<file path="src/rhtce_consts.svh">
`ifndef RHTCE_CONSTS_SVH
`define RHTCE_CONSTS_SVH

// ----------------------------------------------------------------
// clock and timing
// ----------------------------------------------------------------
`define RHTCE_CLK_KHZ        40000
`define RHTCE_T_PU_US        300
`define RHTCE_T_SR_US        500
`define RHTCE_T_MEAS_L_US    1300
`define RHTCE_T_MEAS_M_US    3700
`define RHTCE_T_MEAS_H_US    6900
`define RHTCE_T_HEAT_L_MS    1000
`define RHTCE_T_HEAT_S_MS    100
`define RHTCE_US2CYC(t)      (((t) * `RHTCE_CLK_KHZ) / 1000)
`define RHTCE_MS2CYC(t)      ((t) * `RHTCE_CLK_KHZ)

// ----------------------------------------------------------------
// bus addresses and command codes
// ----------------------------------------------------------------
`define RHTCE_GC_ADDR        8'h00
`define RHTCE_GC_RESET       8'h06
`define RHTCE_CMD_MEAS_H     8'hfd
`define RHTCE_CMD_MEAS_M     8'hf6
`define RHTCE_CMD_MEAS_L     8'he0
`define RHTCE_CMD_SERIAL     8'h89
`define RHTCE_CMD_SOFTRST    8'h94
`define RHTCE_CMD_HEAT_LH    8'h39
`define RHTCE_CMD_HEAT_LM    8'h2f
`define RHTCE_CMD_HEAT_LL    8'h1e
`define RHTCE_CMD_HEAT_SH    8'h32
`define RHTCE_CMD_HEAT_SM    8'h24
`define RHTCE_CMD_HEAT_SL    8'h15

// ----------------------------------------------------------------
// checksum and response layout
// ----------------------------------------------------------------
`define RHTCE_CRC_POLY       8'h31
`define RHTCE_CRC_INIT       8'hff
`define RHTCE_CRC_XOROUT     8'h00
`define RHTCE_RESP_BYTES     3'h6
`define RHTCE_FILL_BYTE      8'hff

`endif

</file>
<file path="src/rhtce_pkg.sv">
`include "rhtce_consts.svh"

package rhtce_pkg;

	typedef enum logic [2:0] {
		ST_BOOT  = 3'h0,
		ST_READY = 3'h1,
		ST_MEAS  = 3'h2,
		ST_HEAT  = 3'h3,
		ST_RST   = 3'h4
	} rhtce_state_e;

	typedef enum logic [2:0] {
		BT_IDLE  = 3'h0,
		BT_RX    = 3'h1,
		BT_RXACK = 3'h2,
		BT_TX    = 3'h3,
		BT_TXACK = 3'h4
	} rhtce_bit_e;

	function automatic logic [7:0] rhtce_crc8(input logic [15:0] d);
		logic [7:0] c;
		logic       fb;
		c = `RHTCE_CRC_INIT;
		for (int i = 15; i >= 0; i--) begin
			fb = c[7] ^ d[i];
			c  = {c[6:0], 1'b0} ^ (fb ? `RHTCE_CRC_POLY : 8'h00);
		end
		return c ^ `RHTCE_CRC_XOROUT;
	endfunction : rhtce_crc8

endpackage : rhtce_pkg

</file>
<file path="src/rhtce_link_if.sv">
`timescale 1ns/1ps

interface rhtce_link_if;
	logic       busy;
	logic [7:0] txData;
	logic [7:0] rxData;
	logic       rxValid;
	logic       rxGc;
	logic       rdStart;
	logic       txTake;

	modport target (input busy, input txData, output rxData, output rxValid, output rxGc,
		output rdStart, output txTake);
	modport engine (output busy, output txData, input rxData, input rxValid, input rxGc,
		input rdStart, input txTake);
endinterface : rhtce_link_if

</file>
<file path="src/rhtce_crc_unit.sv">
`timescale 1ns/1ps

module rhtce_crc_unit (
	// clock
	input  wire logic        clk_sys,
	// data
	input  wire logic [15:0] word,
	output logic      [7:0]  crc
);
	logic [7:0] crc_r;
	logic [7:0] crc_nxt;

	always_comb begin
		crc_nxt = rhtce_pkg::rhtce_crc8(word);
	end

	always_ff @(posedge clk_sys) begin
		crc_r <= crc_nxt;
	end

	assign crc = crc_r;
endmodule : rhtce_crc_unit

</file>
<file path="src/rhtce_i2c_target.sv">
`timescale 1ns/1ps
`include "rhtce_consts.svh"

module rhtce_i2c_target #(
	parameter logic [6:0] DEV_ADDR = 7'h40
) (
	// clock and reset
	input  wire logic    clk_sys,
	input  wire logic    reset,
	// bus pins
	input  wire logic    sclIn,
	input  wire logic    sdaIn,
	output logic         sdaOut,
	output logic         sdaOe,
	// engine side
	rhtce_link_if.target lnk
);
	logic sclS1_r, sclS2_r, sclD_r, sdaS1_r, sdaS2_r, sdaD_r;
	rhtce_pkg::rhtce_bit_e state_r, state_nxt;
	logic [3:0] bitCnt_r, bitCnt_nxt;
	logic [7:0] shift_r, shift_nxt;
	logic       isAddr_r, isAddr_nxt, isRead_r, isRead_nxt, isGc_r, isGc_nxt;
	logic       sdaOe_r, sdaOe_nxt;
	logic [7:0] rxData_r, rxData_nxt;
	logic       rxValid_r, rxValid_nxt, rdStart_r, rdStart_nxt, txTake_r, txTake_nxt;
	logic       sclRise, sclFall, startCond, stopCond, match, ack;

	// ----------------------------------------------------------------
	// pin synchronisers, 40 MHz oversampling covers up to 1 MHz SCL
	// ----------------------------------------------------------------
	always_ff @(posedge clk_sys) begin
		if (reset) begin
			sclS1_r <= 1'b1;
			sclS2_r <= 1'b1;
			sclD_r  <= 1'b1;
			sdaS1_r <= 1'b1;
			sdaS2_r <= 1'b1;
			sdaD_r  <= 1'b1;
		end else begin
			sclS1_r <= sclIn;
			sclS2_r <= sclS1_r;
			sclD_r  <= sclS2_r;
			sdaS1_r <= sdaIn;
			sdaS2_r <= sdaS1_r;
			sdaD_r  <= sdaS2_r;
		end
	end

	assign sclRise   = sclS2_r & ~sclD_r;
	assign sclFall   = ~sclS2_r & sclD_r;
	assign startCond = sclS2_r & sclD_r & sdaD_r & ~sdaS2_r;
	assign stopCond  = sclS2_r & sclD_r & ~sdaD_r & sdaS2_r;
	assign match     = (shift_r[7:1] == DEV_ADDR);

	// ----------------------------------------------------------------
	// bit engine
	// ----------------------------------------------------------------
	always_comb begin
		state_nxt   = state_r;
		bitCnt_nxt  = bitCnt_r;
		shift_nxt   = shift_r;
		isAddr_nxt  = isAddr_r;
		isRead_nxt  = isRead_r;
		isGc_nxt    = isGc_r;
		sdaOe_nxt   = sdaOe_r;
		rxData_nxt  = rxData_r;
		rxValid_nxt = 1'b0;
		rdStart_nxt = 1'b0;
		txTake_nxt  = 1'b0;
		ack         = 1'b0;
		if (startCond) begin
			state_nxt  = rhtce_pkg::BT_RX;
			bitCnt_nxt = 4'h0;
			isAddr_nxt = 1'b1;
			isRead_nxt = 1'b0;
			isGc_nxt   = 1'b0;
			sdaOe_nxt  = 1'b0;
		end else if (stopCond) begin
			state_nxt = rhtce_pkg::BT_IDLE;
			sdaOe_nxt = 1'b0;
		end else begin
			case (state_r)
				rhtce_pkg::BT_RX: begin
					if (sclRise) begin
						shift_nxt  = {shift_r[6:0], sdaS2_r};
						bitCnt_nxt = bitCnt_r + 4'h1;
					end else if (sclFall && bitCnt_r == 4'h8) begin
						bitCnt_nxt = 4'h0;
						if (isAddr_r) begin
							// read header refused while busy
							ack         = (match && (!shift_r[0] || !lnk.busy)) || shift_r == `RHTCE_GC_ADDR;
							isRead_nxt  = match && shift_r[0];
							isGc_nxt    = !match;
							rdStart_nxt = ack && match && shift_r[0];
						end else begin
							ack         = 1'b1;
							rxValid_nxt = 1'b1;
							rxData_nxt  = shift_r;
						end
						sdaOe_nxt = ack;
						state_nxt = ack ? rhtce_pkg::BT_RXACK : rhtce_pkg::BT_IDLE;
					end
				end
				rhtce_pkg::BT_RXACK: begin
					if (sclFall) begin
						isAddr_nxt = 1'b0;
						if (isRead_r) begin
							shift_nxt  = lnk.txData;
							sdaOe_nxt  = !lnk.txData[7];
							txTake_nxt = 1'b1;
							bitCnt_nxt = 4'h1;
							state_nxt  = rhtce_pkg::BT_TX;
						end else begin
							sdaOe_nxt = 1'b0;
							state_nxt = rhtce_pkg::BT_RX;
						end
					end
				end
				rhtce_pkg::BT_TX: begin
					if (sclFall) begin
						if (bitCnt_r == 4'h8) begin
							sdaOe_nxt = 1'b0;
							state_nxt = rhtce_pkg::BT_TXACK;
						end else begin
							shift_nxt  = {shift_r[6:0], 1'b0};
							sdaOe_nxt  = !shift_r[6];
							bitCnt_nxt = bitCnt_r + 4'h1;
						end
					end
				end
				rhtce_pkg::BT_TXACK: begin
					// nack ends the read, even after a bare data word
					if (sclRise) begin
						state_nxt = sdaS2_r ? rhtce_pkg::BT_IDLE : rhtce_pkg::BT_RXACK;
					end
				end
				default: begin
					state_nxt = rhtce_pkg::BT_IDLE;
					sdaOe_nxt = 1'b0;
				end
			endcase
		end
	end

	always_ff @(posedge clk_sys) begin
		if (reset) begin
			state_r   <= rhtce_pkg::BT_IDLE;
			bitCnt_r  <= 4'h0;
			shift_r   <= 8'h00;
			isAddr_r  <= 1'b0;
			isRead_r  <= 1'b0;
			isGc_r    <= 1'b0;
			sdaOe_r   <= 1'b0;
			rxData_r  <= 8'h00;
			rxValid_r <= 1'b0;
			rdStart_r <= 1'b0;
			txTake_r  <= 1'b0;
		end else begin
			state_r   <= state_nxt;
			bitCnt_r  <= bitCnt_nxt;
			shift_r   <= shift_nxt;
			isAddr_r  <= isAddr_nxt;
			isRead_r  <= isRead_nxt;
			isGc_r    <= isGc_nxt;
			sdaOe_r   <= sdaOe_nxt;
			rxData_r  <= rxData_nxt;
			rxValid_r <= rxValid_nxt;
			rdStart_r <= rdStart_nxt;
			txTake_r  <= txTake_nxt;
		end
	end

	assign sdaOut      = 1'b0;
	assign sdaOe       = sdaOe_r;
	assign lnk.rxData  = rxData_r;
	assign lnk.rxValid = rxValid_r;
	assign lnk.rxGc    = isGc_r;
	assign lnk.rdStart = rdStart_r;
	assign lnk.txTake  = txTake_r;
endmodule : rhtce_i2c_target

</file>
<file path="src/rhtce_engine.sv">
// Function
// - after power-on reset, become idle and ready within 1 ms
// - soft reset 0x94 or general call reset: back to idle within 1 ms
// - conversions end within 1.6, 4.5 and 8.3 ms for low, medium, high
// - heater switches itself off after 1 s or 0.1 s pulse; here it stays on until the following measurement ends
// - answers are 16-bit words, high byte first, each followed by a checksum
// - 7-bit address plus direction bit; own address and general call write 0x00 answered
// - works at standard, fast and fast-plus bus speeds
// - read header refused while busy, accepted once results are ready
// - temperature word and checksum first, then humidity word and checksum
// - checksum is CRC-8, poly 0x31, init 0xff, no reflection, xor 0x00
// - controller may stop after a word without its checksum
// - 0xfd high, 0xf6 medium, 0xe0 low repeatability measurement, 6 bytes
// - long heater pulse: 0x39 high, 0x2f middle, 0x1e low power
// - short heater pulse: 0x32 high, 0x24 middle, 0x15 low power
// - heater command ends with high repeatability measurement, 6-byte answer
// - general call address 0x00 with byte 0x06 resets the device while idle
// - heater pulse always runs full time, then measurement, then off
`timescale 1ns/1ps
`include "rhtce_consts.svh"

module rhtce_engine #(
	parameter logic [6:0]  DEV_ADDR   = 7'h40,
	parameter logic [31:0] SERIAL_NUM = 32'h1234_5678, // arbitrary value
	parameter int          PU_CYC     = `RHTCE_US2CYC(`RHTCE_T_PU_US),
	parameter int          SR_CYC     = `RHTCE_US2CYC(`RHTCE_T_SR_US),
	parameter int          MEAS_L_CYC = `RHTCE_US2CYC(`RHTCE_T_MEAS_L_US),
	parameter int          MEAS_M_CYC = `RHTCE_US2CYC(`RHTCE_T_MEAS_M_US),
	parameter int          MEAS_H_CYC = `RHTCE_US2CYC(`RHTCE_T_MEAS_H_US),
	parameter int          HEAT_L_CYC = `RHTCE_MS2CYC(`RHTCE_T_HEAT_L_MS),
	parameter int          HEAT_S_CYC = `RHTCE_MS2CYC(`RHTCE_T_HEAT_S_MS)
) (
	// clock and reset
	input  wire logic        clk_sys,
	input  wire logic        reset,
	// bus pins
	input  wire logic        sclIn,
	input  wire logic        sdaIn,
	output logic             sdaOut,
	output logic             sdaOe,
	// sensor front end
	input  wire logic [15:0] tempSample,
	input  wire logic [15:0] humSample,
	output logic             measActive,
	output logic      [1:0]  measRep,
	output logic             heaterOn,
	output logic      [1:0]  heaterLevel,
	output logic             ready
);
	rhtce_link_if lnk ();

	rhtce_pkg::rhtce_state_e state_r, state_nxt;
	logic [26:0] cnt_r, cnt_nxt;
	logic [26:0] lim_r, lim_nxt;
	logic        measActive_r, measActive_nxt;
	logic [1:0]  measRep_r, measRep_nxt;
	logic        heaterOn_r, heaterOn_nxt;
	logic [1:0]  heaterLevel_r, heaterLevel_nxt;
	logic [15:0] word0_r, word0_nxt, word1_r, word1_nxt;
	logic        dataValid_r, dataValid_nxt;
	logic [2:0]  idx_r, idx_nxt;
	logic        ready_r, ready_nxt;
	logic [7:0]  crc0, crc1;
	logic [7:0]  txByte;
	logic        cmdIn, cmdKnown;

	// ----------------------------------------------------------------
	// bus target and checksum units
	// ----------------------------------------------------------------
	rhtce_i2c_target #(
		.DEV_ADDR (DEV_ADDR)
	) u_target (
		.clk_sys (clk_sys),
		.reset   (reset),
		.sclIn   (sclIn),
		.sdaIn   (sdaIn),
		.sdaOut  (sdaOut),
		.sdaOe   (sdaOe),
		.lnk     (lnk.target)
	);

	rhtce_crc_unit u_crc0 (
		.clk_sys (clk_sys),
		.word    (word0_r),
		.crc     (crc0)
	);

	rhtce_crc_unit u_crc1 (
		.clk_sys (clk_sys),
		.word    (word1_r),
		.crc     (crc1)
	);

	// ----------------------------------------------------------------
	// response byte select
	// ----------------------------------------------------------------
	always_comb begin
		txByte = `RHTCE_FILL_BYTE;
		if (dataValid_r) begin
			case (idx_r)
				3'h0: txByte = word0_r[15:8];
				3'h1: txByte = word0_r[7:0];
				3'h2: txByte = crc0;
				3'h3: txByte = word1_r[15:8];
				3'h4: txByte = word1_r[7:0];
				3'h5: txByte = crc1;
				default: txByte = `RHTCE_FILL_BYTE;
			endcase
		end
	end

	assign lnk.txData = txByte;
	assign lnk.busy   = (state_r != rhtce_pkg::ST_READY);

	// a command byte only counts from our own address while idle
	assign cmdIn    = lnk.rxValid && !lnk.rxGc && state_r == rhtce_pkg::ST_READY;
	assign cmdKnown = lnk.rxData inside {`RHTCE_CMD_MEAS_H, `RHTCE_CMD_MEAS_M, `RHTCE_CMD_MEAS_L,
		`RHTCE_CMD_SERIAL, `RHTCE_CMD_SOFTRST, `RHTCE_CMD_HEAT_LH, `RHTCE_CMD_HEAT_LM,
		`RHTCE_CMD_HEAT_LL, `RHTCE_CMD_HEAT_SH, `RHTCE_CMD_HEAT_SM, `RHTCE_CMD_HEAT_SL};

	// ----------------------------------------------------------------
	// command sequencer
	// ----------------------------------------------------------------
	always_comb begin
		state_nxt       = state_r;
		cnt_nxt         = cnt_r + 27'h1;
		lim_nxt         = lim_r;
		measActive_nxt  = measActive_r;
		measRep_nxt     = measRep_r;
		heaterOn_nxt    = heaterOn_r;
		heaterLevel_nxt = heaterLevel_r;
		word0_nxt       = word0_r;
		word1_nxt       = word1_r;
		dataValid_nxt   = dataValid_r;
		idx_nxt         = idx_r;
		if (lnk.rdStart) begin
			idx_nxt = 3'h0;
		end else if (lnk.txTake && idx_r != `RHTCE_RESP_BYTES) begin
			idx_nxt = idx_r + 3'h1;
		end
		case (state_r)
			rhtce_pkg::ST_BOOT, rhtce_pkg::ST_RST: begin
				if (cnt_r >= lim_r - 27'h1) begin
					state_nxt = rhtce_pkg::ST_READY;
				end
			end
			rhtce_pkg::ST_READY: begin
				cnt_nxt = 27'h0;
				if (lnk.rxValid && lnk.rxGc && lnk.rxData == `RHTCE_GC_RESET) begin
					state_nxt     = rhtce_pkg::ST_RST;
					lim_nxt       = 27'(SR_CYC);
					dataValid_nxt = 1'b0;
				end else if (cmdIn) begin
					case (lnk.rxData)
						`RHTCE_CMD_MEAS_H, `RHTCE_CMD_MEAS_M, `RHTCE_CMD_MEAS_L: begin
							state_nxt      = rhtce_pkg::ST_MEAS;
							measActive_nxt = 1'b1;
							dataValid_nxt  = 1'b0;
							if (lnk.rxData == `RHTCE_CMD_MEAS_H) begin
								lim_nxt     = 27'(MEAS_H_CYC);
								measRep_nxt = 2'h3;
							end else if (lnk.rxData == `RHTCE_CMD_MEAS_M) begin
								lim_nxt     = 27'(MEAS_M_CYC);
								measRep_nxt = 2'h2;
							end else begin
								lim_nxt     = 27'(MEAS_L_CYC);
								measRep_nxt = 2'h1;
							end
						end
						`RHTCE_CMD_SERIAL: begin
							word0_nxt     = SERIAL_NUM[31:16];
							word1_nxt     = SERIAL_NUM[15:0];
							dataValid_nxt = 1'b1;
						end
						`RHTCE_CMD_SOFTRST: begin
							state_nxt     = rhtce_pkg::ST_RST;
							lim_nxt       = 27'(SR_CYC);
							dataValid_nxt = 1'b0;
						end
						`RHTCE_CMD_HEAT_LH, `RHTCE_CMD_HEAT_LM, `RHTCE_CMD_HEAT_LL: begin
							state_nxt       = rhtce_pkg::ST_HEAT;
							lim_nxt         = 27'(HEAT_L_CYC);
							heaterOn_nxt    = 1'b1;
							dataValid_nxt   = 1'b0;
							heaterLevel_nxt = (lnk.rxData == `RHTCE_CMD_HEAT_LH) ? 2'h3 :
								(lnk.rxData == `RHTCE_CMD_HEAT_LM) ? 2'h2 : 2'h1;
						end
						`RHTCE_CMD_HEAT_SH, `RHTCE_CMD_HEAT_SM, `RHTCE_CMD_HEAT_SL: begin
							state_nxt       = rhtce_pkg::ST_HEAT;
							lim_nxt         = 27'(HEAT_S_CYC);
							heaterOn_nxt    = 1'b1;
							dataValid_nxt   = 1'b0;
							heaterLevel_nxt = (lnk.rxData == `RHTCE_CMD_HEAT_SH) ? 2'h3 :
								(lnk.rxData == `RHTCE_CMD_HEAT_SM) ? 2'h2 : 2'h1;
						end
						default: begin
							dataValid_nxt = 1'b0;
						end
					endcase
				end
			end
			rhtce_pkg::ST_HEAT: begin
				// no way out but the timer: the pulse always runs to the end
				if (cnt_r >= lim_r - 27'h1) begin
					state_nxt      = rhtce_pkg::ST_MEAS;
					cnt_nxt        = 27'h0;
					lim_nxt        = 27'(MEAS_H_CYC);
					measActive_nxt = 1'b1;
					measRep_nxt    = 2'h3;
				end
			end
			rhtce_pkg::ST_MEAS: begin
				if (cnt_r >= lim_r - 27'h1) begin
					state_nxt      = rhtce_pkg::ST_READY;
					measActive_nxt = 1'b0;
					heaterOn_nxt   = 1'b0;
					word0_nxt      = tempSample;
					word1_nxt      = humSample;
					dataValid_nxt  = 1'b1;
				end
			end
			default: begin
				state_nxt = rhtce_pkg::ST_RST;
				cnt_nxt   = 27'h0;
				lim_nxt   = 27'(SR_CYC);
			end
		endcase
		if (state_nxt == rhtce_pkg::ST_RST) begin
			measActive_nxt  = 1'b0;
			heaterOn_nxt    = 1'b0;
			heaterLevel_nxt = 2'h0;
		end
		ready_nxt = (state_nxt == rhtce_pkg::ST_READY);
	end

	always_ff @(posedge clk_sys) begin
		if (reset) begin
			state_r       <= rhtce_pkg::ST_BOOT;
			cnt_r         <= 27'h0;
			lim_r         <= 27'(PU_CYC);
			measActive_r  <= 1'b0;
			measRep_r     <= 2'h0;
			heaterOn_r    <= 1'b0;
			heaterLevel_r <= 2'h0;
			word0_r       <= 16'h0000;
			word1_r       <= 16'h0000;
			dataValid_r   <= 1'b0;
			idx_r         <= 3'h0;
			ready_r       <= 1'b0;
		end else begin
			state_r       <= state_nxt;
			cnt_r         <= cnt_nxt;
			lim_r         <= lim_nxt;
			measActive_r  <= measActive_nxt;
			measRep_r     <= measRep_nxt;
			heaterOn_r    <= heaterOn_nxt;
			heaterLevel_r <= heaterLevel_nxt;
			word0_r       <= word0_nxt;
			word1_r       <= word1_nxt;
			dataValid_r   <= dataValid_nxt;
			idx_r         <= idx_nxt;
			ready_r       <= ready_nxt;
		end
	end

	assign measActive  = measActive_r;
	assign measRep     = measRep_r;
	assign heaterOn    = heaterOn_r;
	assign heaterLevel = heaterLevel_r;
	assign ready       = ready_r;

	// ----------------------------------------------------------------
	// checks
	// ----------------------------------------------------------------
	a_boot_bound: assert property (@(posedge clk_sys) disable iff (reset)
		state_r == rhtce_pkg::ST_BOOT |-> cnt_r < 27'(PU_CYC))
		else $error("power-up wait overran");

	a_reset_bound: assert property (@(posedge clk_sys) disable iff (reset)
		state_r == rhtce_pkg::ST_RST |-> cnt_r < 27'(SR_CYC))
		else $error("reset recovery overran");

	a_meas_bound: assert property (@(posedge clk_sys) disable iff (reset)
		state_r == rhtce_pkg::ST_MEAS |-> measActive_r && cnt_r < lim_r && lim_r <= 27'(MEAS_H_CYC))
		else $error("measurement overran");

	a_heater_idle: assert property (@(posedge clk_sys) disable iff (reset)
		$fell(heaterOn_r) |-> $past(state_r) == rhtce_pkg::ST_MEAS && ready_r && dataValid_r)
		else $error("heater stopped outside measurement end");

	a_crc_track: assert property (@(posedge clk_sys) disable iff (reset)
		$rose(dataValid_r) |=> crc0 == rhtce_pkg::rhtce_crc8(word0_r) && crc1 == rhtce_pkg::rhtce_crc8(word1_r))
		else $error("checksum does not match word");

	a_busy_header: assert property (@(posedge clk_sys) disable iff (reset)
		lnk.rdStart |-> $past(state_r) == rhtce_pkg::ST_READY)
		else $error("read header accepted while busy");

	a_read_order: assert property (@(posedge clk_sys) disable iff (reset)
		lnk.rdStart |=> idx_r == 3'h0 && (!dataValid_r || txByte == word0_r[15:8]))
		else $error("read does not start with first word high byte");

	a_unknown_cmd: assert property (@(posedge clk_sys) disable iff (reset)
		cmdIn && !cmdKnown |=> state_r == rhtce_pkg::ST_READY && !dataValid_r && !heaterOn_r)
		else $error("unknown command changed state");

	a_heat_meas: assert property (@(posedge clk_sys) disable iff (reset)
		state_r == rhtce_pkg::ST_HEAT ##1 state_r == rhtce_pkg::ST_MEAS |-> heaterOn_r && measRep_r == 2'h3)
		else $error("heater measurement not high repeatability");
endmodule : rhtce_engine

</file>
<file path="config.mk">
export PLATFORM = sky130hd
export DESIGN_NAME = rhtce_engine
export DESIGN_NICKNAME = d
export VERILOG_FILES = /design/src/rhtce_pkg.sv /design/src/rhtce_link_if.sv /design/src/rhtce_crc_unit.sv /design/src/rhtce_i2c_target.sv /design/src/rhtce_engine.sv
export VERILOG_INCLUDE_DIRS = /design/src
export SDC_FILE = /design/constraint.sdc
export NUM_CORES = 1
export LEC_CHECK = 0
export BUFFER_PORTS_ARGS = -buffer_cell sky130_fd_sc_hd__buf_4
export CAP_MARGIN = 20
export CORE_MARGIN = 2
export CORE_UTILIZATION = 38
export DETAILED_ROUTE_END_ITERATION = 6
export SLEW_MARGIN = 20
export SYNTH_ARGS = -nofsm -noshare
export SYNTH_HDL_FRONTEND = slang
export SYNTH_SLANG_ARGS = --single-unit
</file>
<file path="constraint.sdc">
create_clock -name clk_sys -period 3.8 [get_ports clk_sys]
set_input_delay 0.57 -clock clk_sys [delete_from_list [all_inputs] [get_ports clk_sys]]
set_output_delay 0.57 -clock clk_sys [all_outputs]
set_load 0.03 [all_outputs]
</file>
==> summary.md, run 1 <==
| Metric | Value |
|---|---|
| Outcome | `finished, final reports clean` |
| H-tree levels | `4` |
| # DRC | `0` |
| Vias in the first global route | `6338` |
| Worst stage delay on the critical path | `0.56 ns` |
| Setup TNS | `0 ns` |
| Min-Delay Path Class | `input pin to flop` |
| PwrDens | `360 nW/um^2` |
| Die Y | `151 um` |
| Sequential fraction of the synthesis area | `34.2%` |
| Final instance area | `9770 um^2` |
| CP most frequent cell | `buf_4` |
| DR WL/cell | `15.9 um` |
| Post-synth top flop | `dfxtp_1` |
| CP endpoint kind | `flop` |
| Minimum hold slack | `0.331 ns` |
| Syn Nets | `986` |
| Reg2reg setup slack | `0.11 ns` |
| Max-slew violations | `0` |
| Commonest non-fill, non-tap cells in the layout | `dfxtp_1, nor2_1, buf_4` |
| Nets | `1038` |
| Die width | `~150 um` |
| Peak VDD IR | `0.257 mV` |
| Core region area | `~21000 um^2` |
| Leak pwr | `3.72 nW` |
| Global-route wire length before repair | `31900 um` |
| Period utilisation layout | `a little over nine tenths` |
| DR iter-0 viols | `418` |
| Row count | `53` |
| Longest Clk Path Bufs | `2` |
| Cells after DPL | `between 1000 and 1500` |
| Final GP Congestion | `between 0.8 and 0.9` |
| Port Buffers | `43` |
| Critical path startpoint category | `flop` |
| Worst-path cell chain | `or4_4, nor3_4, nand3_2, nor4_4, and2_4, buf_4, a21oi_1, ha_1, buf_4, a21o_1, a21oi_4, nand2_4, buf_4, or3_4, a221oi_2` |
| Total Routing Usage GR | `17.7%` |
| Clock skew | `0.0112 ns` |
| Area Overhead vs Synth | `19.3%` |
| CTS Buf Count | `17` |
| Initial antenna violation count | `0` |
| Cell count after synthesis | `918` |
| Synth warn | `0` |
| Unrepaired setup endpoints after global routing | `yes` |
| Die area | `22800 um^2` |
| Avg Inst Size Synth | `just under 9 um^2` |
| Period minus WS final | `3.69 ns` |
| Slew @ Worst Pin | `about 0.8 ns` |
| Clk sink count | `140` |
| Ant. Diodes | `0` |
| Setup ws final | `approximately 0.11 ns` |
| Post-synthesis register bit count | `140` |
| Post-synth EDFFs | `0` |
| Total Wirelength | `20000 um` |
| Crit Path Category | `flop to flop` |
| Most common cell after layout, fill and taps aside | `dfxtp_1` |
| Final core occ | `a little under half` |
| Post-synth cell types | `90` |
| Max_cap viols | `0` |
| Hold Buf Count CTS | `0` |
| Top delay family on crit path | `simple AND/OR/NAND/NOR gates` |
| Hold violation count in the final report | `0` |
| Clk_lat worst skew | `around 0.42 ns` |
| Cell Area, Synth | `just over 8000 um^2` |
| Vias post-DR | `~6700` |
| Root cell of the clock tree | `clkbuf_16` |
| Critical path data required time | `slightly above 4 ns` |
| Starting Density | `38.9%` |
| Crit path DAT | `4.03 ns` |
| CP bufs+invs | `3` |
| Final Power | `around 3.5 mW` |
| Finished Layout Cells | `between 1000 and 1500` |
| Via density | `5.32` |
| F_max | `271 MHz` |
| Crit-path slowest cell | `or4_4` |
| Clk pin slew, worst setup/hold paths | `0.06 ns` |
| Pre-CTS WS | `-0.0159 ns` |
| FILL cells | `2037` |
| Critical path fanouts, max | `6` |
| Io pins | `45` |
| GR Overflow Total | `0` |
| Asr flop ratio synth | `0%` |
| Antenna-violating nets left | `0` |
| Layout cells sized above 1 | `20.1%` |
| Pin count of the biggest net entering global routing | `68` |
| DP Area | `8810 um^2` |
| Drt first pass iters | `5` |
| Final Setup Violations | `0` |
| Post-DP HPWL | `approximately 14000 um` |
| Relative slew slack | `a little under half` |
| CTS tree | `built` |
[sequential cells by signal (all words and copies together) (netlist names), 2 cells and up]
name                 flops
cnt_r                   27
heaterLevel              2
idx_r                    3
lim_r                   15
measRep                  2
state_r                  3
u_crc0.crc               8
u_crc1.crc               8
u_target.bitCnt_r        4
u_target.lnk.rxData      8
u_target.shift_r         8
u_target.state_r         3
word0_r                 16
word1_r                 16
[synthesized netlist by cell type, types with 15 or more instances]
cell type  count  area share (%)
dfxtp_1      140              34
nor2_1        86             3.9
a21oi_1       65             4.0
xnor2_1       60             6.4
nand2_1       46             2.1
mux2i_1       41             5.0
xor2_1        40             4.3
nand2b_1      39             3.0
inv_1         33             1.5
ha_1          32             4.9
clkbuf_1      28             1.3
nand3_1       23             1.4
nand3b_1      21             1.9
nand4_1       19             1.5
o21ai_0       19             1.2
nor3_1        18             1.1
nor2b_1       15             1.1
or2_2         15             1.1
[path summary, 6_finish.rpt]
kind | to | cells past startpoint | startpoint
setup / recovery | word0_r[9]$_SDFFE_PP0P_ | 15 | lim_r[10]$_SDFFE_PP1P_
hold / removal | u_target.sdaS1_r$_SDFF_PP1_ | 2 | sdaIn
setup reg to reg | word0_r[9]$_SDFFE_PP0P_ | 15 | lim_r[10]$_SDFFE_PP1P_
hold reg to reg | u_target.sclS2_r$_SDFF_PP1_ | 1 | u_target.sclS1_r$_SDFF_PP1_
[logic make-up after synthesis]
group           synth area share, %
compound gates                 16.3
xor+xnor                       11.5
fa+ha+maj                      4.89
buf+inv                        5.02
flops                          34.2
mux                            6.25
other cells                  0.0458
simple gates                   21.8
[layer usage]
metal | global-route usage (%) | part of all wire (%) | vias up
met5 | 0 | 0 | -
met4 | 5.23 | 1.4 | 0
met3 | 3.34 | 3.9 | 19
met2 | 28.8 | 47 | 127
met1 | 23.8 | 48 | 3181
li1 | - | - | 3368
[final cells by class]
type | instances | area (um^2) | area share [%]
multi-input combinational | 696 | 5120 | 52.4
sequential | 140 | 2800 | 28.7
timing repair buffer | 82 | 691 | 7.07
clock buffer | 22 | 484 | 4.95
tap | 275 | 344 | 3.52
clock inverter | 10 | 209 | 2.14
inverter | 33 | 124 | 1.27
[where the power goes]
| part | internal (mW) | total (mW) | leakage (nW) | switching (mW) |
|---|---|---|---|---|
| registers | 1.48 | 1.49 | 1.13 | 0.00945 |
| clock network | 1.30 | 1.94 | 0.333 | 0.640 |
| logic | 0.0453 | 0.0913 | 2.26 | 0.0459 |
| total | 2.82 | 3.52 | 3.72 | 0.695 |
[what timing repair did]
| action | in CTS | in global routing |
|---|---|---|
| gates resized for setup | 2 | 28 |
| endpoints found under the setup margin | 17 | 84 |
| cloned | 0 | 4 |
| buffers inserted | 0 | 8 |
| pin swaps | 0 | 21 |
Note: power is estimated with default switching activity, not from simulation.
==> run 2: changes to the inputs <==
- BUFFER_PORTS_ARGS: -buffer_cell sky130_fd_sc_hd__buf_4 -> not set
- DONT_BUFFER_PORTS: not set -> 1
- clock period: 3.8 -> 4.1 ns (I/O delays scaled with it)
==> run 2 against run 1 <==
Compared with the run above:
- die area did not move
- sequential share of layout area grew 2.3 points
- combinational power decreased by 57%
==> summary.md, run 2 (same netlist as run 1, synthesis figures left out) <==
| Metric | Value |
|---|---|
| Outcome | `finished, final reports clean` |
| Unrepaired setup endpoints after global routing | `no` |
| Core region area | `21100 um^2 (unchanged)` |
| DR iter-0 viols | `385 (-7.9%)` |
| Post-DP HPWL | `13500 um (-4.5%)` |
| Total Wirelength | `18700 um (-6.6%)` |
| Max reg flops | `27 (unchanged)` |
| Critical path fanouts, max | `8 (+2)` |
| Max_cap viols | `0 (unchanged)` |
| Die Y | `151 um (unchanged)` |
| Layout cells sized above 1 | `12.8% (-7.3 points)` |
| DR WL/cell | `15.7 um (-1.2%)` |
| Reg-to-Reg Start | `lim_r[10]$_SDFFE_PP1P_` |
| Final core occ | `43.0% (-3.4 points)` |
| Row count | `53 (unchanged)` |
| Reg2reg path depth | `14 (-1)` |
| # DRC | `0 (unchanged)` |
| Hold violation count in the final report | `0 (unchanged)` |
| GR Overflow Total | `0 (unchanged)` |
| CP most frequent cell | `and2_1` |
| Crit path DAT | `4.17 ns (+0.14 ns)` |
| Antenna-violating nets left | `0 (unchanged)` |
| Relative slew slack | `41.5% (-5.5 points)` |
| Commonest non-fill, non-tap cells in the layout | `dfxtp_1, nor2_1, a21oi_1` |
| Leak pwr | `3.34 nW (-10%)` |
| Via density | `5.32 (about the same)` |
| Starting Density | `38.9% (unchanged)` |
| Final GP Congestion | `0.864 (-1.6%)` |
| Nets | `968 (-6.7%)` |
| Global-route wire length before repair | `30500 um (-4.5%)` |
| Clk pin slew, worst setup/hold paths | `0.06 ns (about the same)` |
| Setup TNS | `0 ns (unchanged)` |
| Reg2reg setup slack | `0.26 ns (+0.15 ns)` |
| Most common cell after layout, fill and taps aside | `dfxtp_1` |
| FILL cells | `2099 (+3.0%)` |
| Clock skew | `0.0120 ns (+0.000827 ns)` |
| Critical path data required time | `4.42 ns (+0.28 ns)` |
| Root cell of the clock tree | `clkbuf_16` |
| Clk_lat worst skew | `0.43 ns (about the same)` |
| Die width | `151 um (unchanged)` |
| CTS tree | `built` |
| Longest Clk Path Bufs | `2 (unchanged)` |
| R2r endpoint | `measActive$_SDFFE_PP0P_` |
| Die area | `22800 um^2 (unchanged)` |
| Vias post-DR | `6326 (-5.5%)` |
| Period utilisation layout | `93.8% (-3.4 points)` |
| Total Routing Usage GR | `17.0% (-0.66 points)` |
| Min-Delay Path Class | `input pin to flop` |
| Drt first pass iters | `6 (+1)` |
| H-tree levels | `4 (unchanged)` |
| Critical path startpoint category | `flop` |
| Crit-path slowest cell | `or4_1` |
| Port Buffers | `0 (-100%)` |
| Post-cts resize count | `0 (-2)` |
| Hold Buf Count CTS | `0 (unchanged)` |
| Pin count of the biggest net entering global routing | `118 (+74%)` |
| Clk sink count | `140 (unchanged)` |
| Post-CTS Setup Repair Bufs | `0 (unchanged)` |
| CP bufs+invs | `1 (-2)` |
| CP endpoint kind | `flop` |
| Largest regs | `cnt_r x27, word0_r x16, word1_r x16` |
| PwrDens | `348 nW/um^2 (-3.4%)` |
| Most flop-heavy register | `cnt_r` |
| Crit path depth | `14 (-1)` |
| Area Overhead vs Synth | `10.6%` |
| Final Setup Violations | `0 (unchanged)` |
| CTS Buf Count | `17 (unchanged)` |
| F_max | `260 MHz (-4.0%)` |
| CP endpoint | `measActive$_SDFFE_PP0P_` |
| Crit Path Category | `flop to flop` |
| Max-slew violations | `0 (unchanged)` |
| Critical path launch point | `lim_r[10]$_SDFFE_PP1P_` |
| Io pins | `45 (unchanged)` |
| Worst stage delay on the critical path | `0.58 ns (+0.02 ns)` |
| Worst-path cell chain | `or4_1, nor3_2, nand3_1, nor4_2, and2_1, xnor2_1, ha_1, and4_2, nand4_1, a31o_1, and2_1, buf_4, a311o_2, a2111oi_4` |
| Slew @ Worst Pin | `0.877 ns (+0.0858 ns)` |
| Period minus WS final | `3.84 ns (+0.152 ns)` |
| Peak VDD IR | `0.200 mV (-22%)` |
| Initial antenna violation count | `0 (unchanged)` |
| Top delay family on crit path | `simple AND/OR/NAND/NOR gates` |
| Vias in the first global route | `5791 (-8.6%)` |
==> run 2: how the worst min path moves through the flow <==
stage	startpoint	endpoint	slack, ns	depth (start not counted)
after CTS	reset	u_target.state_r[0]$_SDFFE_PP0P_	0.24	1
after global routing	reset	u_target.state_r[0]$_SDFFE_PP0P_	0.24	1
after global placement	u_target.sclS1_r$_SDFF_PP1_	u_target.sclS2_r$_SDFF_PP1_	0.39	1
after floorplan	u_target.sclS1_r$_SDFF_PP1_	u_target.sclS2_r$_SDFF_PP1_	0.39	1
after detailed placement	u_target.sclS1_r$_SDFF_PP1_	u_target.sclS2_r$_SDFF_PP1_	0.40	1
final	reset	u_target.state_r[0]$_SDFFE_PP0P_	0.26	1
==> run 2: cell type report <==
class / instances / area (um^2) / area share, %
clock inverter: 13 / 211 / 2.33
tap: 275 / 344 / 3.80
inverter: 33 / 124 / 1.37
antenna: 1 / 2.50 / 0.0276
clock buffer: 19 / 453 / 5.00
sequential: 140 / 2800 / 30.9
multi-input combinational: 695 / 5000 / 55.2
timing repair buffer: 13 / 123 / 1.35
==> run 2: through the flow <==
stage | worst slack, ns | hold slack, ns | total power, mW | instances | area (um^2)
2_1_floorplan | 0.398 | 0.389 | 1.45 | 918 | 8190
3_3_place_gp | 0.166 | 0.393 | 1.45 | 1156 | 8370
3_5_place_dp | 0.0699 | 0.397 | 1.45 | 1156 | 8370
4_1_cts | 0.0669 | 0.244 | 3.19 | 1188 | 9040
5_1_grt | 0.0124 | 0.243 | 3.25 | 1188 | 9060
6_report | 0.255 | 0.265 | 3.15 | 1189 | 9060
==> run 2: per-layer routing <==
metal / track usage [%] / vias up / share of wire [%]
met4: 4.30 / 0 / 0.95
met1: 23.8 / 2968 / 49
met2: 26.2 / 121 / 46
li1: - / 3222 / -
met5: 0 / - / 0
met3: 4.40 / 15 / 4.2
==> run 2: power breakdown <==
part | total, mW | switching [mW] | internal (mW)
combinational | 0.0396 | 0.0201 | 0.0194
sequential | 1.38 | 0.00959 | 1.37
clock | 1.73 | 0.616 | 1.12
==> run 3: changes to the inputs <==
- CELL_PAD_IN_SITES_DETAIL_PLACEMENT: not set -> 1
- CELL_PAD_IN_SITES_GLOBAL_PLACEMENT: not set -> 2
- PLACE_DENSITY_LB_ADDON: not set -> 0.1
==> run 3 against run 2 <==
Compared with the run above:
- combinational power up 3%
- die area unchanged
- highest routed layer unchanged
- global-route usage up 3.6 points
- register-to-register slack about the same
- core utilization down 0.19 points
- sequential share of layout area up 0.15 points
- non-clock buffer count up 1
- sequential power about the same
- largest cell class unchanged
- critical path type unchanged
- first-iteration DRC count down 2.3%
==> summary.md, run 3 (same netlist as run 1, synthesis figures left out) <==
| Metric | Value |
|---|---|
| Outcome | `finished, final reports clean` |
| Area Overhead vs Synth | `10.1%` |
| Crit path DAT | `4.18 ns (about the same)` |
| # DRC | `0 (unchanged)` |
| Power share of the clock group | `52.4% (-2.6 points)` |
| Critical path fanouts, max | `8 (unchanged)` |
| Clk pin slew, worst setup/hold paths | `0.07 ns (about the same)` |
| Die Y | `151 um (unchanged)` |
| CTS tree | `built` |
| Drt first pass iters | `5 (-1)` |
| Leak pwr | `3.31 nW (-1.1%)` |
| Final instance area | `9020 um^2 (-0.44%)` |
| Min-Delay Path Class | `input pin to flop` |
| Worst stage delay on the critical path | `0.57 ns (about the same)` |
| Hold Buf Count CTS | `0 (unchanged)` |
| Worst-path cell chain | `or4_4, nor3_4, nand3_2, nor4_4, and2_4, xnor2_1, ha_1, and4_4, nand4_1, a31o_1, and2_1, buf_4, a311o_2, a2111oi_4` |
| Sw frac | `24.0% (+3.5 points)` |
| Reg2reg path depth | `14 (unchanged)` |
| Critical path startpoint category | `flop` |
| Post-CTS Setup Repair Bufs | `0 (unchanged)` |
| Relative slew slack | `44.0% (+2.6 points)` |
| Area of the multi-input gates | `5030 um^2 (+0.58%)` |
| Clk sink count | `140 (unchanged)` |
| Clock skew | `0.0148 ns (+0.00279 ns)` |
| Die area | `22800 um^2 (unchanged)` |
| Pin count of the biggest net entering global routing | `118 (unchanged)` |
| Port Buffers | `0 (unchanged)` |
| Setup TNS | `0 ns (unchanged)` |
| Nets | `969 (+0.10%)` |
| H-tree levels | `4 (unchanged)` |
| Crit-path slowest cell | `or4_4` |
| Initial antenna violation count | `0 (unchanged)` |
| Hold depth | `1 (unchanged)` |
| Period utilisation layout | `94.1% (+0.29 points)` |
| Period minus WS final | `3.86 ns (+0.0119 ns)` |
| Logic gate share of total power | `1.4% (about the same)` |
| Peak VDD IR | `0.232 mV (+16%)` |
| Io pins | `45 (unchanged)` |
| FILL cells | `2428 (+16%)` |
| Ant. Diodes | `0 (-1)` |
| Die width | `151 um (unchanged)` |
| DR WL/cell | `18.8 um (+20%)` |
| PwrDens | `330 nW/um^2 (-5.0%)` |
| Clk_lat worst skew | `0.43 ns (about the same)` |
| F_max | `259 MHz (-0.31%)` |
| Row count | `53 (unchanged)` |
| Largest regs | `cnt_r x27, word0_r x16, word1_r x16` |
| Starting Density | `38.9% (unchanged)` |
| CTS Buf Count | `17 (unchanged)` |
| Vias in the first global route | `7046 (+22%)` |
| Seq pwr share | `46.3% (+2.6 points)` |
| Slew @ Worst Pin | `0.838 ns (-0.0384 ns)` |
| DP Area | `8380 um^2 (about the same)` |
| Hold violation count in the final report | `0 (unchanged)` |
| Root cell of the clock tree | `clkbuf_16` |
| GR Overflow Total | `0 (unchanged)` |
| Most common cell after layout, fill and taps aside | `dfxtp_1` |
| Final GP Congestion | `0.848 (-1.9%)` |
| Internal | `2.26 mW (-9.6%)` |
| Max_cap viols | `0 (unchanged)` |
| Antenna-violating nets left | `0 (unchanged)` |
| Layout cells sized above 1 | `13.3% (+0.53 points)` |
| Global-route wire length before repair | `37100 um (+22%)` |
| Final Setup Violations | `0 (unchanged)` |
| Via density | `5.50 (+3.4%)` |
| CP endpoint kind | `flop` |
| Total Routing Usage GR | `20.7% (+3.6 points)` |
| Max reg flops | `27 (unchanged)` |
| Crit Path Category | `flop to flop` |
| Total Wirelength | `22400 um (+20%)` |
| Critical path data required time | `4.43 ns (about the same)` |
| Most flop-heavy register | `cnt_r` |
| Max-slew violations | `0 (unchanged)` |
| Minimum hold slack | `0.255 ns (-0.00981 ns)` |
| Commonest non-fill, non-tap cells in the layout | `dfxtp_1, nor2_1, a21oi_1` |
| Switching power | `0.715 mW (+11%)` |
| Vias post-DR | `6541 (+3.4%)` |
| FF+latch area | `2800 um^2 (about the same)` |
| Unrepaired setup endpoints after global routing | `no` |
| Core region area | `21100 um^2 (unchanged)` |
| Longest Clk Path Bufs | `2 (unchanged)` |
| DR iter-0 viols | `376 (-2.3%)` |
| Post-DP HPWL | `16600 um (+23%)` |
-- run 3: changes by cell type in the layout (fill, tap and decap cells not counted), sizes merged --
| cell | change |
|---|---|
| diode | -1 |
| clkinvlp | +2 |
| clkinv | -2 |
| clkbuf | -1 |
| inv | +5 |
| buf | +1 |
| bufinv | -4 |
-- run 3: repair_timing --
item                                    in CTS  in global routing
resized for setup                            1                 11
endpoints found under the setup margin       6                 46
pin swaps                                    0                  9
-- run 3: worst paths after layout --
check | start | endpoint | slack [ns]
min reg2reg | u_target.sdaS1_r$_SDFF_PP1_ | u_target.sdaS2_r$_SDFF_PP1_ | 0.44
max | lim_r[12]$_SDFFE_PP0P_ | measActive$_SDFFE_PP0P_ | 0.24
max reg2reg | lim_r[12]$_SDFFE_PP0P_ | measActive$_SDFFE_PP0P_ | 0.24
min | reset | u_target.lnk.rxData[1]$_SDFFE_PP0P_ | 0.26
-- run 3: area by class of cell --
cell class | instances | area share (%)
multi-input cells | 695 | 55.8
flip-flops and latches | 140 | 31.1
clock buffers | 18 | 4.87
well taps | 275 | 3.81
clock inverters | 14 | 1.66
repair buffers | 14 | 1.44
inverters | 33 | 1.37
-- run 3: power by group through the flow --
| stage | clock network [mW] | logic [mW] | registers [mW] |
|---|---|---|---|
| 6_report | 1.56 | 0.0407 | 1.38 |
| 5_1_grt | 1.66 | 0.0452 | 1.38 |
| 4_1_cts | 1.60 | 0.0413 | 1.38 |
| 3_5_place_dp | 0 | 0.0411 | 1.41 |
| 3_3_place_gp | 0 | 0.0398 | 1.41 |
| 2_1_floorplan | 0 | 0.0497 | 1.40 |
-- run 3: metal layers --
metal	track usage, %	share of wire (%)
met5	0	0
met2	37.3	51
met4	5.42	1.2
met1	25.7	45
met3	3.07	2.0
-- run 3: metrics by stage --
step / setup WS (ns) / instances / power, mW / util (%)
after global routing: 0.0440 / 1189 / 3.09 / 42.8
after detailed placement: -0.0760 / 1157 / 1.45 / 39.7
after CTS: 0.0543 / 1189 / 3.02 / 42.5
final: 0.243 / 1189 / 2.98 / 42.8
after global placement: 0.137 / 1157 / 1.45 / 39.7
after floorplan: 0.398 / 918 / 1.45 / -
-- run 3: worst max-delay path, delay by kind of cell (launching register included) --
family	cells	cell delay, ns
DFF	1	0.34
AOI/OAI and AO/OA	3	0.91
and+or+nand+nor	8	1.94
buffers and inverters	1	0.17
xor gates and xnor gates	1	0.08
adders and majority gates	1	0.30
